==> config.mk <==
export PLATFORM = sky130hd
export DESIGN_NAME = dci_top
export DESIGN_NICKNAME = d
export VERILOG_FILES = /design/src/verilog/dci_pkg.sv /design/src/verilog/dci_qdec.sv /design/src/verilog/dci_top.sv
export SDC_FILE = /design/constraint.sdc
export NUM_CORES = 1
export LEC_CHECK = 0
export BUFFER_PORTS_ARGS = -buffer_cell sky130_fd_sc_hd__buf_2
export CORE_AREA = 2 2 293 223
export DETAILED_ROUTE_END_ITERATION = 8
export DIE_AREA = 0 0 295 225
export PLACE_DENSITY = 0.55
export SETUP_SLACK_MARGIN = 0.2
export SLEW_MARGIN = 20
export SYNTH_ARGS = -nofsm -noshare
export SYNTH_HDL_FRONTEND = slang
export SYNTH_SLANG_ARGS = --single-unit
==> constraint.sdc <==
create_clock -name CLK_SYS -period 9.55 [get_ports CLK_SYS]
set_input_delay 0.955 -clock CLK_SYS [delete_from_list [all_inputs] [get_ports CLK_SYS]]
set_output_delay 0.955 -clock CLK_SYS [all_outputs]
set_load 0.01 [all_outputs]
==> src/verilog/dci_pkg.sv <==
// constants, limits and state codes shared by the drive command-input logic
// assumes a single 25 MHz system clock; all pins arrive synchronous to it
//
// What this block does
// run input passes main reference; inactive forces zero, frequency ramps down at decel rate
// drive operates only while the output-enable input is active, in every mode
// enable inactive: output voltage zero, switching suppressed, motor coasts
// any alarm trip latches, switches outputs off, raises alarm indication
// alarm clears on opening reset input or keypad key, only once cause is gone
// after an alarm clear, restart waits until enable input has been cycled
// latched alarm is restored at power-up and keeps the drive locked
// current logic state of every digital input is published as a measurement
// inputs are assignable; run, enable and reset roles selectable, encoder and frequency fixed on inputs 5, 6 and 7
// encoder channels A and B are decoded from the two designated fast inputs
// fast inputs accept encoder rates up to 155 kHz (1024 lines, 9000 rpm)
// two independent encoder channels: terminal inputs and optional board
// frequency input measures 10 kHz to 100 kHz square wave into a reference
// frequencies for minimum and maximum reference are programmable
// frequency source keeps duty cycle between 30 and 70 percent
// fast inputs detect high pulses down to 4.5 us; sources hold that long
// encoder phase order gives direction; both channels changing at once is ignored
// conversion is linear between programmed points, clamped outside them
package dci_pkg;
  localparam int CLK_HZ = 25_000_000;
  localparam int CLK_NS = 40;
  localparam int NUM_IN = 8;
  localparam logic [2:0] IN_START = 3'h0;
  localparam logic [2:0] IN_ENABLE = 3'h1;
  localparam logic [2:0] IN_RESET = 3'h2;
  localparam logic [2:0] IN_ENC_A = 3'h5;
  localparam logic [2:0] IN_ENC_B = 3'h6;
  localparam logic [2:0] IN_FREQ = 3'h7;
  // fast input pulse limits
  localparam int MIN_HIGH_NS = 4500;
  localparam int MIN_HIGH_CYC = (MIN_HIGH_NS + CLK_NS - 1) / CLK_NS;
  localparam int FILT_LEN = 3;
  localparam int ENC_MAX_HZ = 155_000;
  localparam int ENC_LINES = 1024;
  localparam int ENC_RPM = 9000;
  // frequency reference input
  localparam int FREQ_MIN_HZ = 10_000;
  localparam int FREQ_MAX_HZ = 100_000;
  localparam int GATE_MS = 10;
  localparam int GATE_CYC = CLK_HZ / 1000 * GATE_MS;
  localparam int RAMP_MS = 1;
  localparam int RAMP_CYC = CLK_HZ / 1000 * RAMP_MS;
  localparam int CNT_W = 12;
  localparam logic [CNT_W-1:0] VALID_LO = CNT_W'(FREQ_MIN_HZ / 1000 * GATE_MS);
  localparam logic [CNT_W-1:0] VALID_HI = CNT_W'(FREQ_MAX_HZ / 1000 * GATE_MS);
  localparam int REF_W = 16;
  localparam int POS_W = 16;
  localparam int ALM_W = 8;
  localparam int PROD_W = CNT_W + REF_W;
  localparam logic [4:0] DIV_STEPS = 5'h1c;
  typedef enum logic [1:0] {
    DV_IDLE = 2'b00,
    DV_RUN = 2'b01,
    DV_DONE = 2'b10
  } dci_div_t;
endpackage

==> src/verilog/dci_qdec.sv <==
// quadrature decoder for one incremental encoder channel pair
// assumes channel levels already filtered and synchronous to clk
`timescale 1ns/1ps
module dci_qdec (
  // clock and reset
  input wire logic clk,
  input wire logic rst_n,
  // channels
  input wire logic enable,
  input wire logic ch_a,
  input wire logic ch_b,
  // results
  output logic [dci_pkg::POS_W-1:0] pos,
  output logic dir_up,
  output logic err
);
  logic pa_ff, pb_ff, up_ff, err_ff;
  logic nxt_pa, nxt_pb, nxt_up, nxt_err;
  logic [dci_pkg::POS_W-1:0] pos_ff, nxt_pos;
  logic ca, cb;

  // one step per single-channel edge; a-leading order counts up
  always_comb begin
    ca = pa_ff ^ ch_a;
    cb = pb_ff ^ ch_b;
    nxt_pa = ch_a;
    nxt_pb = ch_b;
    nxt_pos = pos_ff;
    nxt_up = up_ff;
    nxt_err = 1'b0;
    if (enable) begin
      if (ca & cb) begin
        nxt_err = 1'b1; // both moved: no direction known, count held
      end else if (ca | cb) begin
        nxt_up = ch_a ^ pb_ff;
        nxt_pos = (ch_a ^ pb_ff) ? pos_ff + 1'b1 : pos_ff - 1'b1;
      end
    end
  end

  always_ff @(posedge clk or negedge rst_n) begin
    if (!rst_n) begin
      pa_ff <= 1'b0;
      pb_ff <= 1'b0;
      pos_ff <= '0;
      up_ff <= 1'b1;
      err_ff <= 1'b0;
    end else begin
      pa_ff <= nxt_pa;
      pb_ff <= nxt_pb;
      pos_ff <= nxt_pos;
      up_ff <= nxt_up;
      err_ff <= nxt_err;
    end
  end

  assign pos = pos_ff;
  assign dir_up = up_ff;
  assign err = err_ff;
endmodule

==> src/verilog/dci_top.sv <==
// drive command-input logic: input filter, run gating, enable, alarm latch,
// two encoder decoders and the frequency-to-reference converter
// assumes pins synchronous to CLK_SYS; alarm store lives in external memory
`timescale 1ns/1ps
module dci_top #(
  parameter int GATE_CYC = dci_pkg::GATE_CYC,
  parameter int RAMP_CYC = dci_pkg::RAMP_CYC
) (
  // clock and reset
  input wire logic CLK_SYS,
  input wire logic RST_N,
  // terminal inputs and their function selection
  input wire logic [dci_pkg::NUM_IN-1:0] DIN,
  input wire logic [2:0] RUN_SEL,
  input wire logic [2:0] ENA_SEL,
  input wire logic [2:0] RST_SEL,
  input wire logic ENC_TERM_EN,
  input wire logic FREQ_IN_EN,
  input wire logic REF_SRC_FREQ,
  // optional board encoder
  input wire logic OPT_ENC_EN,
  input wire logic OPT_ENC_A,
  input wire logic OPT_ENC_B,
  // speed reference and ramp
  input wire logic [dci_pkg::REF_W-1:0] SPEED_REF_IN,
  input wire logic [dci_pkg::REF_W-1:0] ACCEL_STEP,
  input wire logic [dci_pkg::REF_W-1:0] DECEL_STEP,
  // frequency input scaling, in counts per gate
  input wire logic [dci_pkg::CNT_W-1:0] FREQ_AT_MIN,
  input wire logic [dci_pkg::CNT_W-1:0] FREQ_AT_MAX,
  input wire logic [dci_pkg::REF_W-1:0] REF_AT_MIN,
  input wire logic [dci_pkg::REF_W-1:0] REF_AT_MAX,
  // alarms
  input wire logic [dci_pkg::ALM_W-1:0] ALARM_COND,
  input wire logic KEY_RESET,
  input wire logic RETAIN_EN,
  input wire logic ENA_CYCLE_EN,
  input wire logic [dci_pkg::ALM_W-1:0] NV_ALARM,
  // drive status
  output logic [dci_pkg::NUM_IN-1:0] INPUT_STATE,
  output logic [dci_pkg::REF_W-1:0] OUT_FREQ,
  output logic SWITCH_EN,
  output logic VOLT_ZERO,
  output logic DRIVE_RUN,
  output logic ALARM_ACTIVE,
  output logic RESTART_LOCK,
  output logic [dci_pkg::ALM_W-1:0] ALARM_CODE,
  // encoders
  output logic [dci_pkg::POS_W-1:0] ENC_A_POS,
  output logic ENC_A_DIR,
  output logic ENC_A_ERR,
  output logic [dci_pkg::POS_W-1:0] ENC_B_POS,
  output logic ENC_B_DIR,
  output logic ENC_B_ERR,
  // frequency reference
  output logic [dci_pkg::CNT_W-1:0] FREQ_COUNT,
  output logic [dci_pkg::REF_W-1:0] FREQ_REF,
  output logic FREQ_VALID
);
  localparam int GW = $clog2(GATE_CYC + 1);
  localparam int RW = $clog2(RAMP_CYC + 1);
  localparam int REF_W = dci_pkg::REF_W;
  localparam int CNT_W = dci_pkg::CNT_W;
  localparam int PROD_W = dci_pkg::PROD_W;

  logic [dci_pkg::NUM_IN-1:0] filt;

  // per-input spike filter: a level is taken once it holds for three samples,
  // far shorter than the narrowest legal fast pulse, so none is lost
  genvar gi;
  generate
    for (gi = 0; gi < dci_pkg::NUM_IN; gi++) begin : g_in
      logic [dci_pkg::FILT_LEN-1:0] sh_ff, nxt_sh;
      logic lv_ff, nxt_lv;
      always_comb begin
        nxt_sh = {sh_ff[dci_pkg::FILT_LEN-2:0], DIN[gi]};
        nxt_lv = lv_ff;
        if (&sh_ff) begin
          nxt_lv = 1'b1;
        end else if (~|sh_ff) begin
          nxt_lv = 1'b0;
        end
      end
      always_ff @(posedge CLK_SYS or negedge RST_N) begin
        if (!RST_N) begin
          sh_ff <= '0;
          lv_ff <= 1'b0;
        end else begin
          sh_ff <= nxt_sh;
          lv_ff <= nxt_lv;
        end
      end
      assign filt[gi] = lv_ff;
    end
  endgenerate

  assign INPUT_STATE = filt; // filtered levels, one bit per terminal, 1 = active

  // function assignment; all inputs stay readable whatever role they take
  logic run_in, ena_in, rst_in;
  assign run_in = filt[RUN_SEL];
  assign ena_in = filt[ENA_SEL];
  assign rst_in = filt[RST_SEL];

  // alarm latch, power-up restore and enable-cycle lock
  logic [dci_pkg::ALM_W-1:0] alarm_ff, nxt_alarm;
  logic boot_ff, nxt_boot, lock_ff, nxt_lock, off_ff, nxt_off, rstp_ff, nxt_rstp;
  logic clr_req;

  always_comb begin
    nxt_boot = 1'b1;
    nxt_rstp = rst_in;
    nxt_alarm = alarm_ff;
    nxt_lock = lock_ff;
    nxt_off = off_ff;
    // reset input opening, or keypad key, while no cause remains
    clr_req = ((rstp_ff & ~rst_in) | KEY_RESET) & ~|ALARM_COND;
    if (!boot_ff) begin
      nxt_alarm = RETAIN_EN ? NV_ALARM : '0; // stored alarm reappears at power-up
    end else begin
      if (clr_req && |alarm_ff) begin
        nxt_alarm = '0;
        nxt_lock = ENA_CYCLE_EN;
        nxt_off = 1'b0;
      end
      nxt_alarm = nxt_alarm | ALARM_COND; // a new trip beats a clear
    end
    if (lock_ff) begin
      if (!ena_in) begin
        nxt_off = 1'b1;
      end else if (off_ff) begin
        nxt_lock = 1'b0; // enable went off and back on
      end
    end
  end

  always_ff @(posedge CLK_SYS or negedge RST_N) begin
    if (!RST_N) begin
      boot_ff <= 1'b0;
      rstp_ff <= 1'b0;
      alarm_ff <= '0;
      lock_ff <= 1'b0;
      off_ff <= 1'b0;
    end else begin
      boot_ff <= nxt_boot;
      rstp_ff <= nxt_rstp;
      alarm_ff <= nxt_alarm;
      lock_ff <= nxt_lock;
      off_ff <= nxt_off;
    end
  end

  // drive permission: enable present, no alarm, no pending enable cycle
  logic run_ok;
  assign run_ok = ena_in & ~|alarm_ff & ~lock_ff & boot_ff;

  // ramp tick divider; a coarse step rate keeps the ramp adder narrow
  logic [RW-1:0] rdiv_ff, nxt_rdiv;
  logic tick;
  logic [REF_W-1:0] freq_ff, nxt_freq, ref_sel, target, gap;
  logic sw_ff, nxt_sw, dr_ff, nxt_dr;
  logic [REF_W-1:0] fref_ff;

  always_comb begin
    tick = (rdiv_ff == RW'(RAMP_CYC - 1));
    nxt_rdiv = tick ? '0 : rdiv_ff + 1'b1;
    ref_sel = REF_SRC_FREQ ? fref_ff : SPEED_REF_IN;
    target = run_in ? ref_sel : '0; // run gates the main reference
    gap = (freq_ff > target) ? freq_ff - target : target - freq_ff;
    nxt_freq = freq_ff;
    if (!run_ok) begin
      nxt_freq = '0; // coast: no ramp, output dropped at once
    end else if (tick) begin
      if (freq_ff > target) begin
        nxt_freq = (gap > DECEL_STEP) ? freq_ff - DECEL_STEP : target;
      end else begin
        nxt_freq = (gap > ACCEL_STEP) ? freq_ff + ACCEL_STEP : target;
      end
    end
    nxt_sw = run_ok; // switching commands only while permitted
    nxt_dr = run_ok & (run_in | (freq_ff != '0));
  end

  always_ff @(posedge CLK_SYS or negedge RST_N) begin
    if (!RST_N) begin
      rdiv_ff <= '0;
      freq_ff <= '0;
      sw_ff <= 1'b0;
      dr_ff <= 1'b0;
    end else begin
      rdiv_ff <= nxt_rdiv;
      freq_ff <= nxt_freq;
      sw_ff <= nxt_sw;
      dr_ff <= nxt_dr;
    end
  end

  assign OUT_FREQ = freq_ff;
  assign SWITCH_EN = sw_ff;
  assign VOLT_ZERO = ~sw_ff;
  assign DRIVE_RUN = dr_ff;
  assign ALARM_ACTIVE = |alarm_ff; // display indication
  assign ALARM_CODE = alarm_ff;
  assign RESTART_LOCK = lock_ff;

  // encoder on terminal fast inputs, and the independent option-board one
  dci_qdec u_enc_a (
    .clk(CLK_SYS),
    .rst_n(RST_N),
    .enable(ENC_TERM_EN),
    .ch_a(filt[dci_pkg::IN_ENC_A]),
    .ch_b(filt[dci_pkg::IN_ENC_B]),
    .pos(ENC_A_POS),
    .dir_up(ENC_A_DIR),
    .err(ENC_A_ERR)
  );

  dci_qdec u_enc_b (
    .clk(CLK_SYS),
    .rst_n(RST_N),
    .enable(OPT_ENC_EN), // both channels run side by side
    .ch_a(OPT_ENC_A),
    .ch_b(OPT_ENC_B),
    .pos(ENC_B_POS),
    .dir_up(ENC_B_DIR),
    .err(ENC_B_ERR)
  );

  // frequency input: rising edges counted over a fixed gate window
  logic [GW-1:0] gate_ff, nxt_gate;
  logic [CNT_W-1:0] ecnt_ff, nxt_ecnt, fcnt_ff, nxt_fcnt;
  logic fp_ff, nxt_fp, gate_end, val_ff, nxt_val;
  // restoring divider for the linear map
  dci_pkg::dci_div_t dst_ff, nxt_dst;
  logic [PROD_W-1:0] num_ff, nxt_num;
  logic [CNT_W:0] rem_ff, nxt_rem;
  logic [CNT_W:0] trial;
  logic [4:0] step_ff, nxt_step;
  logic [REF_W-1:0] nxt_fref;
  logic [CNT_W-1:0] den;
  logic [REF_W-1:0] span;

  always_comb begin
    gate_end = (gate_ff == GW'(GATE_CYC - 1));
    nxt_gate = gate_end ? '0 : gate_ff + 1'b1;
    nxt_fp = filt[dci_pkg::IN_FREQ];
    nxt_ecnt = ecnt_ff;
    if (gate_end) begin
      nxt_ecnt = '0;
    end else if (FREQ_IN_EN && nxt_fp && !fp_ff && !(&ecnt_ff)) begin
      nxt_ecnt = ecnt_ff + 1'b1; // saturates rather than wrapping
    end
    nxt_fcnt = gate_end ? ecnt_ff : fcnt_ff;
    nxt_val = gate_end ? (ecnt_ff >= dci_pkg::VALID_LO && ecnt_ff <= dci_pkg::VALID_HI) : val_ff;
    den = FREQ_AT_MAX - FREQ_AT_MIN;
    span = REF_AT_MAX - REF_AT_MIN;
    trial = {rem_ff[CNT_W-1:0], num_ff[PROD_W-1]};
    nxt_dst = dst_ff;
    nxt_num = num_ff;
    nxt_rem = rem_ff;
    nxt_step = step_ff;
    nxt_fref = fref_ff;
    case (dst_ff)
      dci_pkg::DV_IDLE: begin
        if (gate_end) begin
          if (FREQ_AT_MAX <= FREQ_AT_MIN || ecnt_ff <= FREQ_AT_MIN) begin
            nxt_fref = REF_AT_MIN; // below the low point, or no usable span
          end else if (ecnt_ff >= FREQ_AT_MAX) begin
            nxt_fref = REF_AT_MAX;
          end else begin
            nxt_num = PROD_W'((ecnt_ff - FREQ_AT_MIN) * span);
            nxt_rem = '0;
            nxt_step = '0;
            nxt_dst = dci_pkg::DV_RUN;
          end
        end
      end
      dci_pkg::DV_RUN: begin
        if (trial >= {1'b0, den}) begin
          nxt_rem = trial - {1'b0, den};
          nxt_num = {num_ff[PROD_W-2:0], 1'b1};
        end else begin
          nxt_rem = trial;
          nxt_num = {num_ff[PROD_W-2:0], 1'b0};
        end
        nxt_step = step_ff + 1'b1;
        if (step_ff == dci_pkg::DIV_STEPS - 1'b1) begin
          nxt_dst = dci_pkg::DV_DONE;
        end
      end
      dci_pkg::DV_DONE: begin
        // quotient never exceeds span, so the low bits hold it whole
        nxt_fref = REF_AT_MIN + num_ff[REF_W-1:0]; // linear map
        nxt_dst = dci_pkg::DV_IDLE;
      end
      default: begin
        nxt_dst = dci_pkg::DV_IDLE;
      end
    endcase
  end

  always_ff @(posedge CLK_SYS or negedge RST_N) begin
    if (!RST_N) begin
      gate_ff <= '0;
      ecnt_ff <= '0;
      fcnt_ff <= '0;
      fp_ff <= 1'b0;
      val_ff <= 1'b0;
      dst_ff <= dci_pkg::DV_IDLE;
      num_ff <= '0;
      rem_ff <= '0;
      step_ff <= '0;
      fref_ff <= '0;
    end else begin
      gate_ff <= nxt_gate;
      ecnt_ff <= nxt_ecnt;
      fcnt_ff <= nxt_fcnt;
      fp_ff <= nxt_fp;
      val_ff <= nxt_val;
      dst_ff <= nxt_dst;
      num_ff <= nxt_num;
      rem_ff <= nxt_rem;
      step_ff <= nxt_step;
      fref_ff <= nxt_fref;
    end
  end

  assign FREQ_COUNT = fcnt_ff;
  assign FREQ_REF = fref_ff;
  assign FREQ_VALID = val_ff;
endmodule
==> flow_summary.toml <==
[status]
status = "finished, final reports clean"

[global_routing]
first_global_vias = 22142
grt_pass1_wl_mm = 128
grt_util_met1_pct = 35.8
grt_max_degree = 98
grt_use_total_pct = 24.6
top_usage_layer = "met2"
globalRouteMet3Util_pct = 4.14
use_met2_pct = 37.9
antenna_found_initial = 5
grt-ovfl-total = 0

[timing]
finalSetupViolations = 0
worstMarginPinSlew_ps = 1080
rsz0062_at_grt = "no"
fin_skew_ps = 38.0
fin_tns_setup_ps = 0
slew_violations = 0
max_freq_mhz = 115
final_hold_viol_count = 0
period_share_pct = 91.3
max_slew_margin_pct = 27.7
layout_min_cycle_time_ps = 8720

[setup_path]
rr_startpoint = "ecnt_ff[0]"
rrSetupSlack_ps = 830
reg2reg_to = "num_ff[27]"
arrival_ps = 9140
crit_path_max_fanout = 10
cp-end-kind = "flop"
crit_type = "flop to flop"
slowest_stage = "fa_1"
worstSetupStartpointType = "flop"
crit_path_frequent_cell = "fa_1"
crit_required_ps = 9970
reg2reg_depth = 32
slowest_delay_ps = 550

[clock_network]
cts_root_buffer = "clkbuf_16"
clk_path_buf_depth = 3
cts_buffers = 27
cts_resized = 0
cts.sinks = 224
htreeDepth = 1
clkSlewWorstSetupHoldPaths_ps = 60
cts_tree = "built"
hold_buffers = 0
cts_setup_buffers = 0
insertion_delay_ps = 570

[placed_design]
gp_congestion = 0.973
placed_cells = 3985
hpwlAfterDp_mm = 67.0
io_buffer_count = 249

[floorplanning]
die_w_um = 295
start_util_pct = 39.8
rows = 80
dieArea_mm2 = 0.0664
core_mm2 = 0.0632
boundaryPins = 250
die_y_um = 225

[synth]
ys_top_cells_by_area = "dfrtp_1 22%, ha_1 15%, fa_1 13%"
synth-seq-area-share_pct = 22.3
synth_top_area_share_pct = 22.1
synth.distinct_cells = 86
async_flop_share_pct = 100
syn_nets = 3521
synth.avg_cell_area_um2 = 8.64
synth.most_common_cell = "inv_1"
netlist_instances = 2912
ys_ff_latch = 224
ys_top_cells_by_count = "336 x inv_1, 306 x nand2_1, 296 x ha_1, 257 x nor2_1, 222 x dfrtp_1"
syn_area_mm2 = 0.0252
yosys_warnings = 0
yosysTopAreaCell = "dfrtp_1"
yosys_most_used_dff = "dfrtp_1"
synth_edf_count = 0

[hold_path]
hp-class = "flop to flop"
min_path_cells = 0
min_to = "g_in[5].sh_ff[2]"
hold_start = "g_in[5].sh_ff[1]"

[routing]
route.detailed.drc = 0
totalWireLength_mm = 82.1
avgViaCountPerCell = 5.46
drtIter0Drc = 1838
firstDrtPassIters = 6
wire_per_inst_um = 20.3
postRouteAntennaNets = 0
vias = 22036

[layout]
drive_gt1_share_pct = 13.3
area_growth_syn_to_layout_pct = 13.2
final_cells = 4036
nets = 3762

[flow_run]
maxCapViolCount = 0
==> cell usage in the layout, fill, tap and decap left out, types with 43 or more instances in the layout <==
cell / netlist / routed
nand3_1: 52 / 52
a21oi_1: 141 / 141
nor2_1: 257 / 257
o21ai_0: 160 / 160
ha_1: 296 / 296
xnor2_1: 99 / 97
inv_1: 336 / 336
fa_1: 165 / 165
dfrtp_1: 222 / 222
mux2i_1: 44 / 43
nand2b_1: 47 / 47
a21o_1: 63 / 63
buf_4: 9 / 52
buf_2: 20 / 248
nand2_1: 306 / 304
xor2_1: 91 / 91
==> registers in the layout (all words and copies together), names as in the netlist, 8 cells and up <==
signal       count
ALARM_CODE       8
FREQ_COUNT      12
FREQ_REF        16
OUT_FREQ        16
ecnt_ff         12
g_in.lv_ff       8
g_in.sh_ff      24
gate_ff         18
num_ff          28
rdiv_ff         15
rem_ff          12
u_enc_a.pos     16
u_enc_b.pos     16
==> metal layers <==
layer	routed length, µm	share of wire [%]
met5	0	0
met4	1920	2.3
met3	5960	7.3
met2	35700	43
met1	38600	47
==> kinds of logic after synthesis <==
| group | after synthesis | share of synthesized area (%) |
|---|---|---|
| xor gates and xnor gates | 190 | 6.61 |
| other | 1 | 0.0149 |
| and+or+nand+nor | 911 | 17.0 |
| DFF | 224 | 22.3 |
| adders and majority gates | 461 | 27.8 |
| muxes | 70 | 3.21 |
| AOI/OAI and AO/OA | 629 | 16.4 |
| buffers and inverters | 426 | 6.68 |
==> how the worst max path moves through the flow <==
stage | from | cells past startpoint | end
2_1_floorplan | REF_AT_MAX[0] | 32 | num_ff[27]
3_3_place_gp | FREQ_AT_MIN[0] | 32 | num_ff[27]
3_5_place_dp | FREQ_AT_MIN[0] | 32 | num_ff[27]
4_1_cts | ecnt_ff[0] | 32 | num_ff[27]
5_1_grt | ecnt_ff[0] | 32 | num_ff[27]
6_report | ecnt_ff[0] | 32 | num_ff[27]
==> critical path, delay by kind of cell (launching register included) <==
kind / cells / cell delay, ps
compound gates: 13 / 2990
buf+inv: 5 / 460
simple gates: 5 / 710
flops: 1 / 430
fa+ha+maj: 9 / 4010
==> area by class of cell <==
class / count / area, µm²
Clock inverter: 16 / 220
Multi-Input combinational cell: 2262 / 17900
Clock buffer: 33 / 748
Fill cell: 6236 / 34700
Tap cell: 861 / 1080
Inverter: 337 / 1260
Timing Repair Buffer: 301 / 1650
Antenna cell: 2 / 5.00
Sequential cell: 224 / 5610
==> per-stage QoR <==
| step | setup slack (ps) | hold WS [ps] | cell area, µm² | util [%] |
|---|---|---|---|---|
| floorplan | 1180 | 354 | 25200 | - |
| global placement | 598 | 357 | 27500 | 43.5 |
| detailed placement | 383 | 362 | 27500 | 43.6 |
| CTS | 895 | 368 | 28500 | 45.1 |
| global route | 258 | 366 | 28500 | 45.1 |
| finish | 832 | 354 | 28500 | 45.1 |
Power is left out: the tool's default activity adds up to more than one toggle a clock period on the data nets, which glitch-free logic cannot reach.
